===== src/include/sar_ctrl_regs.vh =====
/*
 * Timing counts, marker code and layout constants for the converter
 * control block. Assumes a 20 MHz system clock (50 ns period).
 */
`ifndef SAR_CTRL_REGS_VH
`define SAR_CTRL_REGS_VH

// ----------------------------------------
// Clock and timing
// ----------------------------------------
`define CLK_PERIOD_NS 50
`define CONV_TIME_NS 273
`define CONV_CYCLES ((`CONV_TIME_NS) / (`CLK_PERIOD_NS))
`define RESET_PHASE_NS 6140
`define RESET_PHASE_CYCLES ((`RESET_PHASE_NS) / (`CLK_PERIOD_NS))
`define POWERDOWN_NS 7200
`define POWERDOWN_CYCLES (((`POWERDOWN_NS) + (`CLK_PERIOD_NS) - 1) / (`CLK_PERIOD_NS))
`define WAKE_TIME_MS 25
`define WAKE_CYCLES (((`WAKE_TIME_MS) * 1000000) / (`CLK_PERIOD_NS))

// ----------------------------------------
// Data layout
// ----------------------------------------
`define RESULT_W 14
`define MARKER_CODE 14'h3F80
`define FOLD_BITS 6
`define INIT_CONVS 4
`define FIFO_DEPTH 8

`endif


===== src/verilog/sar_adc_parallel_control.v =====
/*
 * Digital control and parallel readout of a 14-bit SAR converter:
 * sampling/conversion start, abort, busy, read bus, nap, reset/powerdown.
 * Assumes all strobes are synchronous to clock; analog core supplies
 * a 14-bit code on conv_code when a conversion ends.
 */
`timescale 1ns/1ps
`default_nettype none
`include "sar_ctrl_regs.vh"

module sar_adc_parallel_control #(
    parameter CONV_CYCLES = `CONV_CYCLES,
    parameter POWERDOWN_CYCLES = `POWERDOWN_CYCLES,
    parameter WAKE_CYCLES = `WAKE_CYCLES
) (
    // Clock and reset
    input wire clock,
    input wire rst_n,
    // Control strobes
    input wire sample_convert_strobe_n,
    input wire chip_select_n,
    input wire read_n,
    input wire byte_select,
    input wire nap_enable_n,
    input wire powerdown_reset_n,
    // Analog core result
    input wire [`RESULT_W-1:0] conv_code,
    // Status
    output reg busy,
    output reg sampling,
    output reg napping,
    output reg powered_down,
    output reg result_valid,
    // Data bus
    output reg [`RESULT_W-1:0] data_out,
    output reg [`RESULT_W-1:0] data_out_en
);

    localparam ST_IDLE = 3'd0;
    localparam ST_SAMPLE = 3'd1;
    localparam ST_CONV = 3'd2;
    localparam ST_RESET = 3'd3;
    localparam ST_PDOWN = 3'd4;
    localparam ST_WAKE = 3'd5;

    reg [2:0] state_r;
    reg [2:0] state_nxt;
    reg conv_q_r;
    reg cs_q_r;
    reg [24:0] count_r;
    reg [24:0] count_nxt;
    reg [2:0] init_r;
    reg [2:0] init_nxt;
    reg nap_hold_r;
    reg nap_hold_nxt;
    reg push_nxt;
    reg [`RESULT_W:0] push_data_nxt;
    wire conv_rise;
    wire conv_fall;
    wire cs_fall;
    wire fifo_in_ready;
    wire fifo_out_valid;
    wire [`RESULT_W:0] fifo_out_data;
    reg [`RESULT_W-1:0] shown_r;
    reg shown_valid_r;
    wire [`RESULT_W-1:0] bus_word;

    assign conv_rise = sample_convert_strobe_n && !conv_q_r;
    assign conv_fall = !sample_convert_strobe_n && conv_q_r;
    assign cs_fall = !chip_select_n && cs_q_r;

    // ----------------------------------------
    // Sequencer
    // ----------------------------------------
    always @*
    begin
        state_nxt = state_r;
        count_nxt = count_r;
        init_nxt = init_r;
        nap_hold_nxt = nap_hold_r;
        push_nxt = 1'b0;
        push_data_nxt = {1'b0, `MARKER_CODE};
        case (state_r)
            ST_IDLE:
            begin
                if ((conv_rise && !chip_select_n)
                    || (cs_fall && sample_convert_strobe_n))
                begin
                    state_nxt = ST_SAMPLE;
                    nap_hold_nxt = 1'b0;
                end
                else if (conv_fall && !chip_select_n
                    || cs_fall && !sample_convert_strobe_n)
                begin
                    state_nxt = ST_CONV;
                    count_nxt = 25'd0;
                end
            end
            ST_SAMPLE:
            begin
                if ((conv_fall && !chip_select_n)
                    || (cs_fall && !sample_convert_strobe_n))
                begin
                    state_nxt = ST_CONV;
                    count_nxt = 25'd0;
                end
            end
            ST_CONV:
            begin
                if (cs_fall && sample_convert_strobe_n)
                begin
                    push_nxt = 1'b1;
                    push_data_nxt = {1'b0, `MARKER_CODE};
                    state_nxt = ST_SAMPLE;
                end
                else if (count_r == CONV_CYCLES[24:0] - 25'd1)
                begin
                    // Stall at conversion end while the FIFO is full
                    if (fifo_in_ready)
                    begin
                        push_nxt = 1'b1;
                        push_data_nxt = {(init_r == `INIT_CONVS), conv_code};
                        if (init_r != `INIT_CONVS)
                        begin
                            init_nxt = init_r + 3'd1;
                        end
                        if (!chip_select_n && sample_convert_strobe_n)
                        begin
                            state_nxt = ST_SAMPLE;
                        end
                        else
                        begin
                            state_nxt = ST_IDLE;
                            nap_hold_nxt = !nap_enable_n;
                        end
                    end
                end
                else
                begin
                    count_nxt = count_r + 25'd1;
                end
            end
            ST_RESET:
            begin
                if (powerdown_reset_n)
                begin
                    state_nxt = ST_IDLE;
                    init_nxt = 3'd0;
                end
                else if (count_r >= POWERDOWN_CYCLES[24:0])
                begin
                    state_nxt = ST_PDOWN;
                end
                else
                begin
                    count_nxt = count_r + 25'd1;
                end
            end
            ST_PDOWN:
            begin
                if (powerdown_reset_n)
                begin
                    state_nxt = ST_WAKE;
                    count_nxt = 25'd0;
                end
            end
            ST_WAKE:
            begin
                if (count_r >= WAKE_CYCLES[24:0] - 25'd1)
                begin
                    state_nxt = ST_IDLE;
                    init_nxt = 3'd0;
                end
                else
                begin
                    count_nxt = count_r + 25'd1;
                end
            end
            default:
            begin
                state_nxt = ST_IDLE;
            end
        endcase
        if (!powerdown_reset_n && state_r != ST_RESET && state_r != ST_PDOWN)
        begin
            state_nxt = ST_RESET;
            count_nxt = 25'd0;
            push_nxt = 1'b0;
        end
    end

    always @(posedge clock or negedge rst_n)
    begin
        if (!rst_n)
        begin
            state_r <= ST_IDLE;
            count_r <= 25'd0;
            init_r <= 3'd0;
            nap_hold_r <= 1'b0;
            conv_q_r <= 1'b1;
            cs_q_r <= 1'b1;
        end
        else
        begin
            state_r <= state_nxt;
            count_r <= count_nxt;
            init_r <= init_nxt;
            nap_hold_r <= nap_hold_nxt;
            conv_q_r <= sample_convert_strobe_n;
            cs_q_r <= chip_select_n;
        end
    end

    // ----------------------------------------
    // Result FIFO and readout
    // ----------------------------------------
    // Bus shows the newest popped word, or the marker code while in reset; FIFO drains whenever read_n is high
    sar_result_fifo #(
        .WIDTH(`RESULT_W + 1),
        .DEPTH(`FIFO_DEPTH),
        .AW(3)
    ) u_fifo (
        .clock(clock),
        .rst_n(rst_n),
        .in_valid(push_nxt),
        .in_ready(fifo_in_ready),
        .in_data(push_data_nxt),
        .out_valid(fifo_out_valid),
        .out_ready(read_n),
        .out_data(fifo_out_data)
    );

    assign bus_word = byte_select
        ? {shown_r[`FOLD_BITS-1:0], {(`RESULT_W-`FOLD_BITS){1'b0}}}
        : shown_r;

    always @(posedge clock or negedge rst_n)
    begin
        if (!rst_n)
        begin
            shown_r <= `MARKER_CODE;
            shown_valid_r <= 1'b0;
            busy <= 1'b0;
            sampling <= 1'b0;
            napping <= 1'b0;
            powered_down <= 1'b0;
            result_valid <= 1'b0;
            data_out <= {`RESULT_W{1'b0}};
            data_out_en <= {`RESULT_W{1'b0}};
        end
        else
        begin
            if (state_nxt == ST_RESET)
            begin
                shown_r <= `MARKER_CODE;
                shown_valid_r <= 1'b0;
            end
            else if (fifo_out_valid && read_n)
            begin
                shown_r <= fifo_out_data[`RESULT_W-1:0];
                shown_valid_r <= fifo_out_data[`RESULT_W];
            end
            busy <= (state_nxt == ST_CONV);
            sampling <= (state_nxt == ST_SAMPLE);
            napping <= (state_nxt == ST_IDLE) && nap_hold_nxt && !nap_enable_n
                || (state_nxt == ST_IDLE) && !nap_enable_n;
            powered_down <= (state_nxt == ST_PDOWN) || (state_nxt == ST_WAKE);
            result_valid <= shown_valid_r && (shown_r != `MARKER_CODE);
            data_out <= bus_word;
            data_out_en <= {`RESULT_W{!chip_select_n && !read_n}};
        end
    end

endmodule

`default_nettype wire


===== src/verilog/sar_result_fifo.v =====
/*
 * Result FIFO: parameterised width and depth, flip-flop storage,
 * valid/ready on both sides. Assumes one clock, asynchronous active-low reset.
 */
`timescale 1ns/1ps
`default_nettype none

module sar_result_fifo #(
    parameter WIDTH = 15,
    parameter DEPTH = 8,
    parameter AW = 3
) (
    // Clock and reset
    input wire clock,
    input wire rst_n,
    // Fill side
    input wire in_valid,
    output wire in_ready,
    input wire [WIDTH-1:0] in_data,
    // Drain side
    output wire out_valid,
    input wire out_ready,
    output wire [WIDTH-1:0] out_data
);

    reg [WIDTH-1:0] mem_r [0:DEPTH-1];
    reg [AW-1:0] wr_ptr_r;
    reg [AW-1:0] rd_ptr_r;
    reg [AW:0] count_r;
    wire push;
    wire pop;

    assign in_ready = (count_r != DEPTH[AW:0]);
    assign out_valid = (count_r != {(AW+1){1'b0}});
    assign out_data = mem_r[rd_ptr_r];
    assign push = in_valid && in_ready;
    assign pop = out_valid && out_ready;

    always @(posedge clock)
    begin
        if (push)
        begin
            mem_r[wr_ptr_r] <= in_data;
        end
    end

    always @(posedge clock or negedge rst_n)
    begin
        if (!rst_n)
        begin
            wr_ptr_r <= {AW{1'b0}};
            rd_ptr_r <= {AW{1'b0}};
            count_r <= {(AW+1){1'b0}};
        end
        else
        begin
            if (push)
            begin
                wr_ptr_r <= (wr_ptr_r == DEPTH[AW-1:0] - 1'b1) ? {AW{1'b0}} : wr_ptr_r + 1'b1;
            end
            if (pop)
            begin
                rd_ptr_r <= (rd_ptr_r == DEPTH[AW-1:0] - 1'b1) ? {AW{1'b0}} : rd_ptr_r + 1'b1;
            end
            if (push && !pop)
            begin
                count_r <= count_r + 1'b1;
            end
            else if (pop && !push)
            begin
                count_r <= count_r - 1'b1;
            end
        end
    end

endmodule

`default_nettype wire

===== config.mk =====
export PLATFORM = sky130hd
export DESIGN_NAME = sar_adc_parallel_control
export DESIGN_NICKNAME = d
export VERILOG_FILES = /design/src/verilog/sar_adc_parallel_control.v /design/src/verilog/sar_result_fifo.v
export VERILOG_INCLUDE_DIRS = /design/src /design/src/include
export SDC_FILE = /design/constraint.sdc
export NUM_CORES = 1
export LEC_CHECK = 0
export ABC_AREA = 1
export BUFFER_PORTS_ARGS = -buffer_cell sky130_fd_sc_hd__buf_2
export CAP_MARGIN = 20
export CORE_MARGIN = 10
export CORE_UTILIZATION = 60
export DETAILED_ROUTE_END_ITERATION = 10
export GPL_ROUTABILITY_DRIVEN = 0
export PLACE_DENSITY = 0.89
export SYNTH_ARGS = -nofsm -noshare
export SYNTH_HDL_FRONTEND = slang
export SYNTH_HIERARCHICAL = 1
export SYNTH_SLANG_ARGS = --single-unit

===== constraint.sdc =====
create_clock -name clock -period 8.6 [get_ports clock]
set_input_delay 0 -clock clock [delete_from_list [all_inputs] [get_ports clock]]
set_output_delay 0 -clock clock [all_outputs]
set_load 0.05 [all_outputs]

==> results of run 1 <==
## what timing repair did
item,4_1_cts,5_1_grt
hold buffers,6,0
setup buffers,0,0
endpoints found under the hold margin,87,0
gates resized for setup,0,0
## power by group
part           total, mW  internal [mW]  switching, mW
Combinational       1.17          0.317          0.855
Sequential          1.21           1.12         0.0918
Clock              0.810          0.455          0.355
Total               3.19           1.89           1.30
## logic make-up after synthesis
| logic type | share of synthesized area, % |
|---|---|
| flops | 55.0 |
| buf+inv | 8.93 |
| fa+ha+maj | 1.56 |
| compound gates | 2.68 |
| simple gates | 30.7 |
| xor+xnor | 1.04 |
## worst paths after layout
| kind | cells past startpoint | endpoint | from | slack [ns] |
|---|---|---|---|---|
| min in group asynchronous | 2 | data_out[1]$_DFF_PN0_ | rst_n | 0.25 |
| worst min register to register | 2 | data_out[6]$_DFF_PN0_ | shown_r[6]$_DFFE_PN0P_ | 0.52 |
| max in group asynchronous | 2 | u_fifo/rd_ptr_r[0]$_DFFE_PN0P_ | rst_n | 7.62 |
| worst min-delay path | 3 | u_fifo/mem_r[4][6]$_DFFE_PP_ | conv_code[6] | 0.08 |
| worst max-delay path | 14 | u_fifo/count_r[3]$_DFFE_PN0P_ | state_r[1]$_DFF_PN0_ | 5.30 |
| worst max register to register | 14 | u_fifo/count_r[3]$_DFFE_PN0P_ | state_r[1]$_DFF_PN0_ | 5.30 |
## layer usage
layer	GRT usage (%)	wire, um
met3	3.93	2120
met1	26.3	9160
met5	0	0
met2	37.4	11900
met4	15.0	1540
## area by class of cell
| class | count | area, um2 |
|---|---|---|
| inverters | 140 | 527 |
| well taps | 220 | 275 |
| fillers | 1214 | 5410 |
| flip-flops and latches | 198 | 5570 |
| multi-input cells | 831 | 3680 |
| repair buffers | 69 | 447 |
| clock buffers | 21 | 503 |
| clock inverters | 11 | 109 |
## stage by stage
| stage | std cells | util, % | worst slack, ns |
|---|---|---|---|
| after floorplan | 1229 | - | 5.66 |
| after global placement | 1444 | 62.5 | 5.50 |
| after detailed placement | 1445 | 62.6 | 5.36 |
| after CTS | 1483 | 66.7 | 5.36 |
| after global routing | 1490 | 67.3 | 4.99 |
| final | 1490 | 67.3 | 5.30 |
## worst max-delay path, stage by stage, from the launching register on
cell	delay, ns
dfrtp_1	0.49
inv_2	0.10
nor3_2	0.53
inv_1	0.16
nor2_1	0.16
nand2_1	0.39
inv_1	0.20
ha_1	0.19
inv_1	0.10
ha_1	0.31
or2_2	0.32
nand2_1	0.07
nand2_1	0.05
nand3_1	0.07
nand2_1	0.05
## registers in the layout (all words and copies together), names as in the netlist
register and count:
state_r 3, u_fifo/wr_ptr_r 3, init_r 3, conv_q_r 1, result_valid 1, shown_r 14, shown_valid_r 1, data_out_en 1
busy 1, u_fifo/mem_r 120, cs_q_r 1, data_out 14, u_fifo/count_r 4, sampling 1, count_r 25, u_fifo/rd_ptr_r 3
powered_down 1, napping 1
## placed cells by master, fill, tap and decap left out, types with 2 or more instances in the layout
| cell | instances |
|---|---|
| a21oi_1 | 17 |
| buf_2 | 53 |
| buf_4 | 2 |
| buf_6 | 7 |
| clkbuf_16 | 19 |
| clkbuf_8 | 2 |
| clkinv_2 | 2 |
| clkinv_4 | 2 |
| dfrtp_1 | 68 |
| dfstp_2 | 9 |
| dlygate4sd3_1 | 6 |
| edfxtp_1 | 120 |
| ha_1 | 11 |
| inv_1 | 135 |
| inv_2 | 5 |
| inv_6 | 6 |
| nand2_1 | 401 |
| nand2_2 | 2 |
| nand2_4 | 2 |
| nand3_1 | 72 |
| nand3_2 | 3 |
| nand4_1 | 9 |
| nor2_1 | 218 |
| nor2_2 | 4 |
| nor3_1 | 16 |
| nor3_2 | 9 |
| nor4_1 | 6 |
| o21ai_0 | 30 |
| or2_1 | 7 |
| or2_2 | 2 |
| xnor2_1 | 6 |
| xor2_1 | 6 |
## Yosys cell counts (all sizes together)
library cell	number	share of area, %
nand2	405	15
a31oi	1	0.062
o21ai	31	1.5
a21oi	19	1.1
nor3	26	1.4
and2b	1	0.074
dfrtp	69	17
xor2	6	0.52
nand4	10	0.68
inv	139	5.2
fa	1	0.20
edfxtp	120	36
xnor2	6	0.52
nand3	75	3.9
clkbuf	10	0.37
clkinv	1	0.049
or2	10	0.62
dfstp	9	2.3
buf	50	3.4
ha	11	1.4
nor4	6	0.37
nor2	223	8.5
==> impl_metrics.env, run 1 <==
export IMPL_grt_pass1_vias=8011
export IMPL_clk_path_buf_depth=2
export IMPL_powerDensity_nw_per_um2=287
export IMPL_overflow=0
export IMPL_area_delta_synth_final_pct=9.90
export IMPL_drtAntennaViolNets=0
export IMPL_dpl_cell_area_um2=10300
export IMPL_dieArea_um2=22400
export IMPL_timing_hold_ws_ns=0.0811
export IMPL_synth_seq_cells=198
export IMPL_rsz0062_at_grt="no"
export IMPL_clock_sinks=198
export IMPL_power_mw=3.19
export IMPL_core_area_um2=16500
export IMPL_clock_latency_ns=0.44
export IMPL_start_util_pct=61.2
export IMPL_dp_hpwl_mm=16.2
export IMPL_worst_setup_path_type="reg2reg"
export IMPL_cts_tree="done"
export IMPL_grt_usage_pct=22.5
export IMPL_hp_class="in2reg"
export IMPL_worst_slew_pin_slew_ns=1.10
export IMPL_synth_nets=1263
export IMPL_cap_violations=0
export IMPL_design_area_um2=11100
export IMPL_io_buffers=54
export IMPL_fmax_mhz=303
export IMPL_antenna_found_initial=0
export IMPL_drv_slew=0
export IMPL_hold_viol_final=0
export IMPL_avgSynthCellArea_um2=8.23
export IMPL_fin_tns_setup_ns=0
export IMPL_die_height_um=150
export IMPL_grt_max_degree=124
export IMPL_ys_types=39
export IMPL_dr_pass1_iters=6
export IMPL_relSlewSlack_pct=26.0
export IMPL_clockRootBuffer="clkbuf_16"
export IMPL_num_vias=8223
export IMPL_htreeDepth=4
export IMPL_drc_errors=0
export IMPL_drive_gt1_share_pct=10.8
export IMPL_boundaryPins=55
export IMPL_peakVddDrop_mv=0.182
export IMPL_timing_final_crit_period_ns=3.30
export IMPL_cp_start_kind="flop"
export IMPL_setup_viol=0
export IMPL_clk_pin_slew_worst_paths_ns=0.07
export IMPL_fp_row_count=47
export IMPL_crit_required_ns=8.93
export IMPL_yosysSeqAreaShare_pct=55.0
export IMPL_dr_first_iter_drc_count=1105
export IMPL_fin_skew_ns=0.0158
export IMPL_synthCells=1229
export IMPL_die_x_um=150
export IMPL_period_share_pct=38.4
export IMPL_endpoint_kind="flop"
export IMPL_cts_made_buffers=17
export IMPL_synthesis_area_um2=10100
export IMPL_outcome="finished, final reports clean"
export IMPL_yosys_warnings=6
export IMPL_crit_arrival_ns=3.63
export IMPL_leakagePower_nw=5.23
export IMPL_fin_nets=1291
export IMPL_wl_per_cell_um=16.6
export IMPL_wl_mm=24.7
export IMPL_path_max_fanout=14
export IMPL_n_antenna_cell=0
export IMPL_viasPerCell=5.52
export IMPL_grt_pass1_wl_mm=39.6
Note: power is estimated with default switching activity, not from simulation.
==> inputs of run 2 (changes only) <==
==> constraint.sdc (replaced) <==
create_clock -name clock -period 3.2 [get_ports clock]
set_input_delay 0 -clock clock [delete_from_list [all_inputs] [get_ports clock]]
set_output_delay 0 -clock clock [all_outputs]
set_load 0.05 [all_outputs]
==> run 2 against run 1 <==
Maximum frequency increased by 17%. Sequential cell count did not move. Via count about the same. Largest cell class unchanged.
==> impl_metrics.env, run 2 (synthesis results as in run 1) <==
export IMPL_hold_viol_final=0
export IMPL_path_max_fanout=7
export IMPL_combPwrFrac_pct=36.3
export IMPL_mostFrequentLayoutCells="nand2_1 (401), nor2_1 (218), inv_1 (134)"
export IMPL_fmax_mhz=353
export IMPL_wl_mm=23.9
export IMPL_seqCellArea_um2=5570
export IMPL_top_regs="u_fifo/mem_r (120), count_r (25)"
export IMPL_crit_required_ns=3.53
export IMPL_worst_slew_pin_slew_ns=0.997
export IMPL_fin_nets=1307
export IMPL_dr_first_iter_drc_count=891
export IMPL_endpoint_kind="flop"
export IMPL_use_met2_pct=35.9
export IMPL_fin_tns_setup_ns=0
export IMPL_rsz0062_at_grt="no"
export IMPL_die_height_um=150
export IMPL_timing_final_crit_period_ns=2.83
export IMPL_antenna_found_initial=0
export IMPL_cts_made_buffers=17
export IMPL_drc_errors=0
export IMPL_htreeDepth=4
export IMPL_area_delta_synth_final_pct=10.7
export IMPL_max_stage_delay_ns=0.46
export IMPL_period_share_pct=88.5
export IMPL_cp_slowest_cell="dfrtp_1"
export IMPL_fill_cells=1216
export IMPL_powerDensity_nw_per_um2=771
export IMPL_relSlewSlack_pct=33.5
export IMPL_cts_tree="done"
export IMPL_hp_class="in2reg"
export IMPL_start_util_pct=61.2
export IMPL_drtAntennaViolNets=0
export IMPL_grt_use_met1_pct=25.8
export IMPL_utilization_pct=67.7
export IMPL_layout_commonest_cell="nand2_1"
export IMPL_drv_slew=0
export IMPL_boundaryPins=55
export IMPL_setup_viol=0
export IMPL_core_area_um2=16500
export IMPL_busiest_layer="met2"
export IMPL_fp_row_count=47
export IMPL_die_x_um=150
export IMPL_dr_pass1_iters=7
export IMPL_clock_sinks=198
export IMPL_seqPwrFrac_pct=38.5
export IMPL_fin_skew_ns=0.00756
export IMPL_clk_pin_slew_worst_paths_ns=0.07
export IMPL_viasPerCell=5.46
export IMPL_wl_per_cell_um=15.9
export IMPL_num_vias=8229
export IMPL_worst_setup_path_type="reg2reg"
export IMPL_dp_hpwl_mm=15.6
export IMPL_n_antenna_cell=0
export IMPL_io_buffers=54
export IMPL_grt_pass1_wl_mm=38.3
export IMPL_multiInputGateArea_um2=3680
export IMPL_grt_usage_pct=21.6
export IMPL_p_sw_share_pct=40.4
export IMPL_overflow=0
export IMPL_grt_pass1_vias=8057
export IMPL_dieArea_um2=22400
export IMPL_cp_start_kind="flop"
export IMPL_drive_gt1_share_pct=11.5
export IMPL_clockRootBuffer="clkbuf_16"
export IMPL_grt_max_degree=79
export IMPL_p_sw_mw=3.48
export IMPL_crit_path_frequent_cell="nand2_1"
export IMPL_regMostFlops="u_fifo/mem_r"
export IMPL_clk_path_buf_depth=2
export IMPL_cap_violations=0
export IMPL_power_frac_clock_pct=25.2
export IMPL_largest_reg_flops=120
export IMPL_leakagePower_nw=5.28
export IMPL_crit_chain="inv_1 > ha_1 > nand3_1 > nor2_1 > nand4_1 > nand2_1 > nand2_1 > nor2_1 > nand2_1 > inv_1 > ha_1 > inv_1 > ha_1 > or2_2 > nand2_1 > nand2_1 > nand3_1 > nand2_1"
export IMPL_cellInternalPower_mw=5.14
export IMPL_clock_latency_ns=0.44
export IMPL_outcome="finished, final reports clean"
export IMPL_crit_arrival_ns=3.16
export IMPL_use_met3_pct=4.59
export IMPL_peakVddDrop_mv=0.468
-- run 2: worst paths after layout --
kind | start | to | slack [ns] | cells past startpoint
worst max register to register | count_r[0]$_DFFE_PN0P_ | u_fifo/count_r[3]$_DFFE_PN0P_ | 0.37 | 18
worst min register to register | shown_valid_r$_DFFE_PN0P_ | result_valid$_DFF_PN0_ | 0.52 | 2
worst max-delay path | count_r[0]$_DFFE_PN0P_ | u_fifo/count_r[3]$_DFFE_PN0P_ | 0.37 | 18
worst min-delay path | conv_code[1] | u_fifo/mem_r[1][1]$_DFFE_PP_ | 0.02 | 3
min in group asynchronous | rst_n | data_out[2]$_DFF_PN0_ | 0.26 | 2
max in group asynchronous | rst_n | u_fifo/rd_ptr_r[0]$_DFFE_PN0P_ | 2.17 | 2
-- run 2: area by class of cell --
class	count	share of cell area (%)
tap	220	2.46
inverter	140	4.71
sequential	198	49.8
multi-input combinational	831	32.9
clock inverter	13	1.46
timing repair buffer	85	4.83
clock buffer	19	3.87
-- run 2: routing by layer --
| metal | part of all wire [%] | vias up |
|---|---|---|
| met5 | 0 | - |
| met4 | 4.2 | 0 |
| met3 | 8.5 | 87 |
| met2 | 49 | 447 |
| met1 | 39 | 3765 |
| li1 | - | 3930 |
-- run 2: power by group through the flow --
stage	registers, mW	logic [mW]	clock network, mW
after floorplan	3.45	2.19	0
after global placement	3.34	2.92	0
after detailed placement	3.36	3.04	0
after CTS	3.31	3.10	2.20
after global routing	3.36	3.46	2.31
final	3.32	3.13	2.18
-- run 2: through the flow --
stage	instances	hold slack [ns]	power, mW	area (um2)	setup slack, ns
2_1_floorplan	1229	-0.296	5.64	10100	0.256
3_3_place_gp	1465	0.148	6.26	10500	0.556
3_5_place_dp	1465	0.152	6.40	10500	0.439
4_1_cts	1506	0.000253	8.61	11200	0.366
5_1_grt	1506	0.0313	9.13	11200	0.107
6_report	1506	0.0230	8.63	11200	0.367
-- run 2: repair_timing --
| action | CTS | global route |
|---|---|---|
| gates resized for setup | 0 | 0 |
| hold buffers | 9 | 0 |
| hold endpoints to repair | 113 | 0 |
| buffers inserted | 0 | 0 |
-- run 2: worst max-delay path, delay by kind of cell (launching register included) --
kind | cells | cell delay, ns
AND/OR/NAND/NOR | 12 | 1.34
flip-flops | 1 | 0.46
buffers and inverters | 3 | 0.30
adder cells (fa/ha/maj) | 3 | 0.63
==> inputs of run 3 (changes only) <==
--- a/config.mk
+++ b/config.mk
@@ -9,6 +9,7 @@
 export ABC_AREA = 1
 export BUFFER_PORTS_ARGS = -buffer_cell sky130_fd_sc_hd__buf_2
 export CAP_MARGIN = 20
+export CORE_ASPECT_RATIO = 0.9
 export CORE_MARGIN = 10
 export CORE_UTILIZATION = 60
 export DETAILED_ROUTE_END_ITERATION = 10
==> run 3 against run 2 <==
Clock skew up 0.0068 ns. Combinational power decreased by 2%. Sequential share of layout area up 0.12 points. Register-to-register slack about the same. Cell area decreased by 0.21%. Largest cell class unchanged. Via count is 0.39% lower. Non-clock buffer count shrank 2. Worst hold slack worse by 0.016 ns. Core utilization rose by 0.58 points.
==> impl_metrics.env, run 3 (synthesis results as in run 1) <==
export IMPL_outcome="finished, final reports clean"
export IMPL_timing_final_crit_period_ns=2.85
export IMPL_largest_reg_flops=120
export IMPL_start_util_pct=61.8
export IMPL_num_vias=8197
export IMPL_fin_tns_setup_ns=0
export IMPL_fin_nets=1305
export IMPL_die_height_um=143
export IMPL_worst_slew_pin_slew_ns=0.993
export IMPL_drv_slew=0
export IMPL_die_x_um=157
export IMPL_fp_row_count=44
export IMPL_layout_commonest_cell="nand2_1"
export IMPL_cp_num_buf_inv=3
export IMPL_max_stage_delay_ns=0.45
export IMPL_utilization_pct=68.3
export IMPL_powerDensity_nw_per_um2=767
export IMPL_overflow=0
export IMPL_area_delta_synth_final_pct=10.4
export IMPL_crit_arrival_ns=3.17
export IMPL_dr_first_iter_drc_count=1051
export IMPL_wl_mm=23.8
export IMPL_leakagePower_nw=5.27
export IMPL_rsz0062_at_grt="no"
export IMPL_mostFrequentLayoutCells="nand2_1 (401), nor2_1 (216), inv_1 (134)"
export IMPL_path_max_fanout=7
export IMPL_clock_sinks=198
export IMPL_dieArea_um2=22500
export IMPL_hp_class="in2reg"
export IMPL_clk_path_buf_depth=2
export IMPL_crit_chain="inv_1 > ha_1 > nand3_1 > nor2_2 > nand4_1 > nand2_1 > nand2_1 > nor2_1 > nand2_1 > inv_1 > ha_1 > inv_1 > ha_1 > or2_2 > nand2_1 > nand2_1 > nand3_1 > nand2_1"
export IMPL_fin_skew_ns=0.0143
export IMPL_grt_usage_pct=21.3
export IMPL_cts_tree="done"
export IMPL_finalWorstSetupSlack_ns=0.354
export IMPL_cp_slowest_cell="dfrtp_2"
export IMPL_hold_viol_final=0
export IMPL_fill_cells=1149
export IMPL_fmax_mhz=351
export IMPL_boundaryPins=55
export IMPL_drc_errors=0
export IMPL_core_area_um2=16400
export IMPL_cap_violations=0
export IMPL_instances_no_fill=1492
export IMPL_post_place_cells=1448
export IMPL_cts_made_buffers=17
export IMPL_endpoint_kind="flop"
export IMPL_crit_path_frequent_cell="nand2_1"
export IMPL_grt_pass1_vias=7584
export IMPL_postCtsSetupRepairBufs=0
export IMPL_drive_gt1_share_pct=11.8
export IMPL_design_area_um2=11200
export IMPL_htreeDepth=4
export IMPL_period_share_pct=88.9
export IMPL_wl_per_cell_um=15.9
export IMPL_top_regs="u_fifo/mem_r (120), count_r (25)"
export IMPL_setup_viol=0
export IMPL_grt_max_degree=80
export IMPL_drtAntennaViolNets=0
export IMPL_place_ws_ns=0.371
export IMPL_worst_setup_path_type="reg2reg"
export IMPL_grt_pass1_wl_mm=37.8
export IMPL_io_buffers=54
export IMPL_antenna_found_initial=2
export IMPL_cp_start_kind="flop"
export IMPL_critical_path_top_delay_family="simple AND/OR/NAND/NOR gates"
export IMPL_dr_pass1_iters=8
export IMPL_dp_hpwl_mm=15.1
export IMPL_viasPerCell=5.49
export IMPL_regMostFlops="u_fifo/mem_r"
export IMPL_relSlewSlack_pct=33.8
export IMPL_peakVddDrop_mv=0.563
export IMPL_clk_pin_slew_worst_paths_ns=0.07
export IMPL_dpl_cell_area_um2=10400
export IMPL_clock_latency_ns=0.44
export IMPL_crit_required_ns=3.53
export IMPL_clockRootBuffer="clkbuf_16"
-- run 3: cell count changes in the layout (fill, tap and decap cells not counted), moves of 2 or more --
cell,previous run,this run
bufinv_16,3,1
buf_4,22,19
inv_6,6,4
clkbuf_1,2,0
nor2_2,4,6
nor2_1,218,216
inv_8,0,4
-- run 3: metrics by stage --
stage | hold WS [ns] | power (mW)
2_1_floorplan | -0.296 | 5.64
3_3_place_gp | 0.129 | 6.18
3_5_place_dp | 0.134 | 6.32
4_1_cts | 0.00279 | 8.48
5_1_grt | 0.0214 | 9.06
6_report | 0.00667 | 8.57
-- run 3: power breakdown --
part           switching [mW]  internal, mW  leakage (nW)
logic                    2.16         0.911          2.87
clock network            1.01          1.11         0.281
registers               0.379          2.99          2.11
total                    3.55          5.01          5.27
-- run 3: path summary, 6_finish.rpt --
| check | from | to | slack, ns | depth (start not counted) |
|---|---|---|---|---|
| setup reg to reg | count_r[0]$_DFFE_PN0P_ | u_fifo/count_r[3]$_DFFE_PN0P_ | 0.35 | 18 |
| max in group asynchronous | rst_n | u_fifo/rd_ptr_r[0]$_DFFE_PN0P_ | 2.19 | 2 |
| setup / recovery | count_r[0]$_DFFE_PN0P_ | u_fifo/count_r[3]$_DFFE_PN0P_ | 0.35 | 18 |
| hold / removal | conv_code[7] | u_fifo/mem_r[7][7]$_DFFE_PP_ | 0.007 | 2 |
| hold reg to reg | shown_valid_r$_DFFE_PN0P_ | result_valid$_DFF_PN0_ | 0.52 | 2 |
| min in group asynchronous | rst_n | count_r[4]$_DFFE_PN0P_ | 0.25 | 2 |
-- run 3: what timing repair did --
| item | in CTS | in global routing |
|---|---|---|
| gates resized for setup | 0 | 3 |
| setup endpoints to repair | 0 | 1 |
| hold buffers | 10 | 0 |
| endpoints found under the hold margin | 122 | 0 |
-- run 3: layout make-up --
class	instances	area [um2]	share of cell area [%]
clock inverter	15	160	1.43
sequential	198	5570	49.9
multi-input combinational	831	3690	33.0
antenna	1	2.50	0.0224
clock buffer	17	425	3.81
inverter	140	527	4.72
tap	207	259	2.32
timing repair buffer	83	536	4.79
-- run 3: routing by layer --
metal  GRT usage [%]  vias up  wire, um
li1                -     3930         -
met1            27.0     3740      9380
met2            35.0      459     11200
met3            5.53       66      2680
met4            6.70        2       505
met5               0        -         7
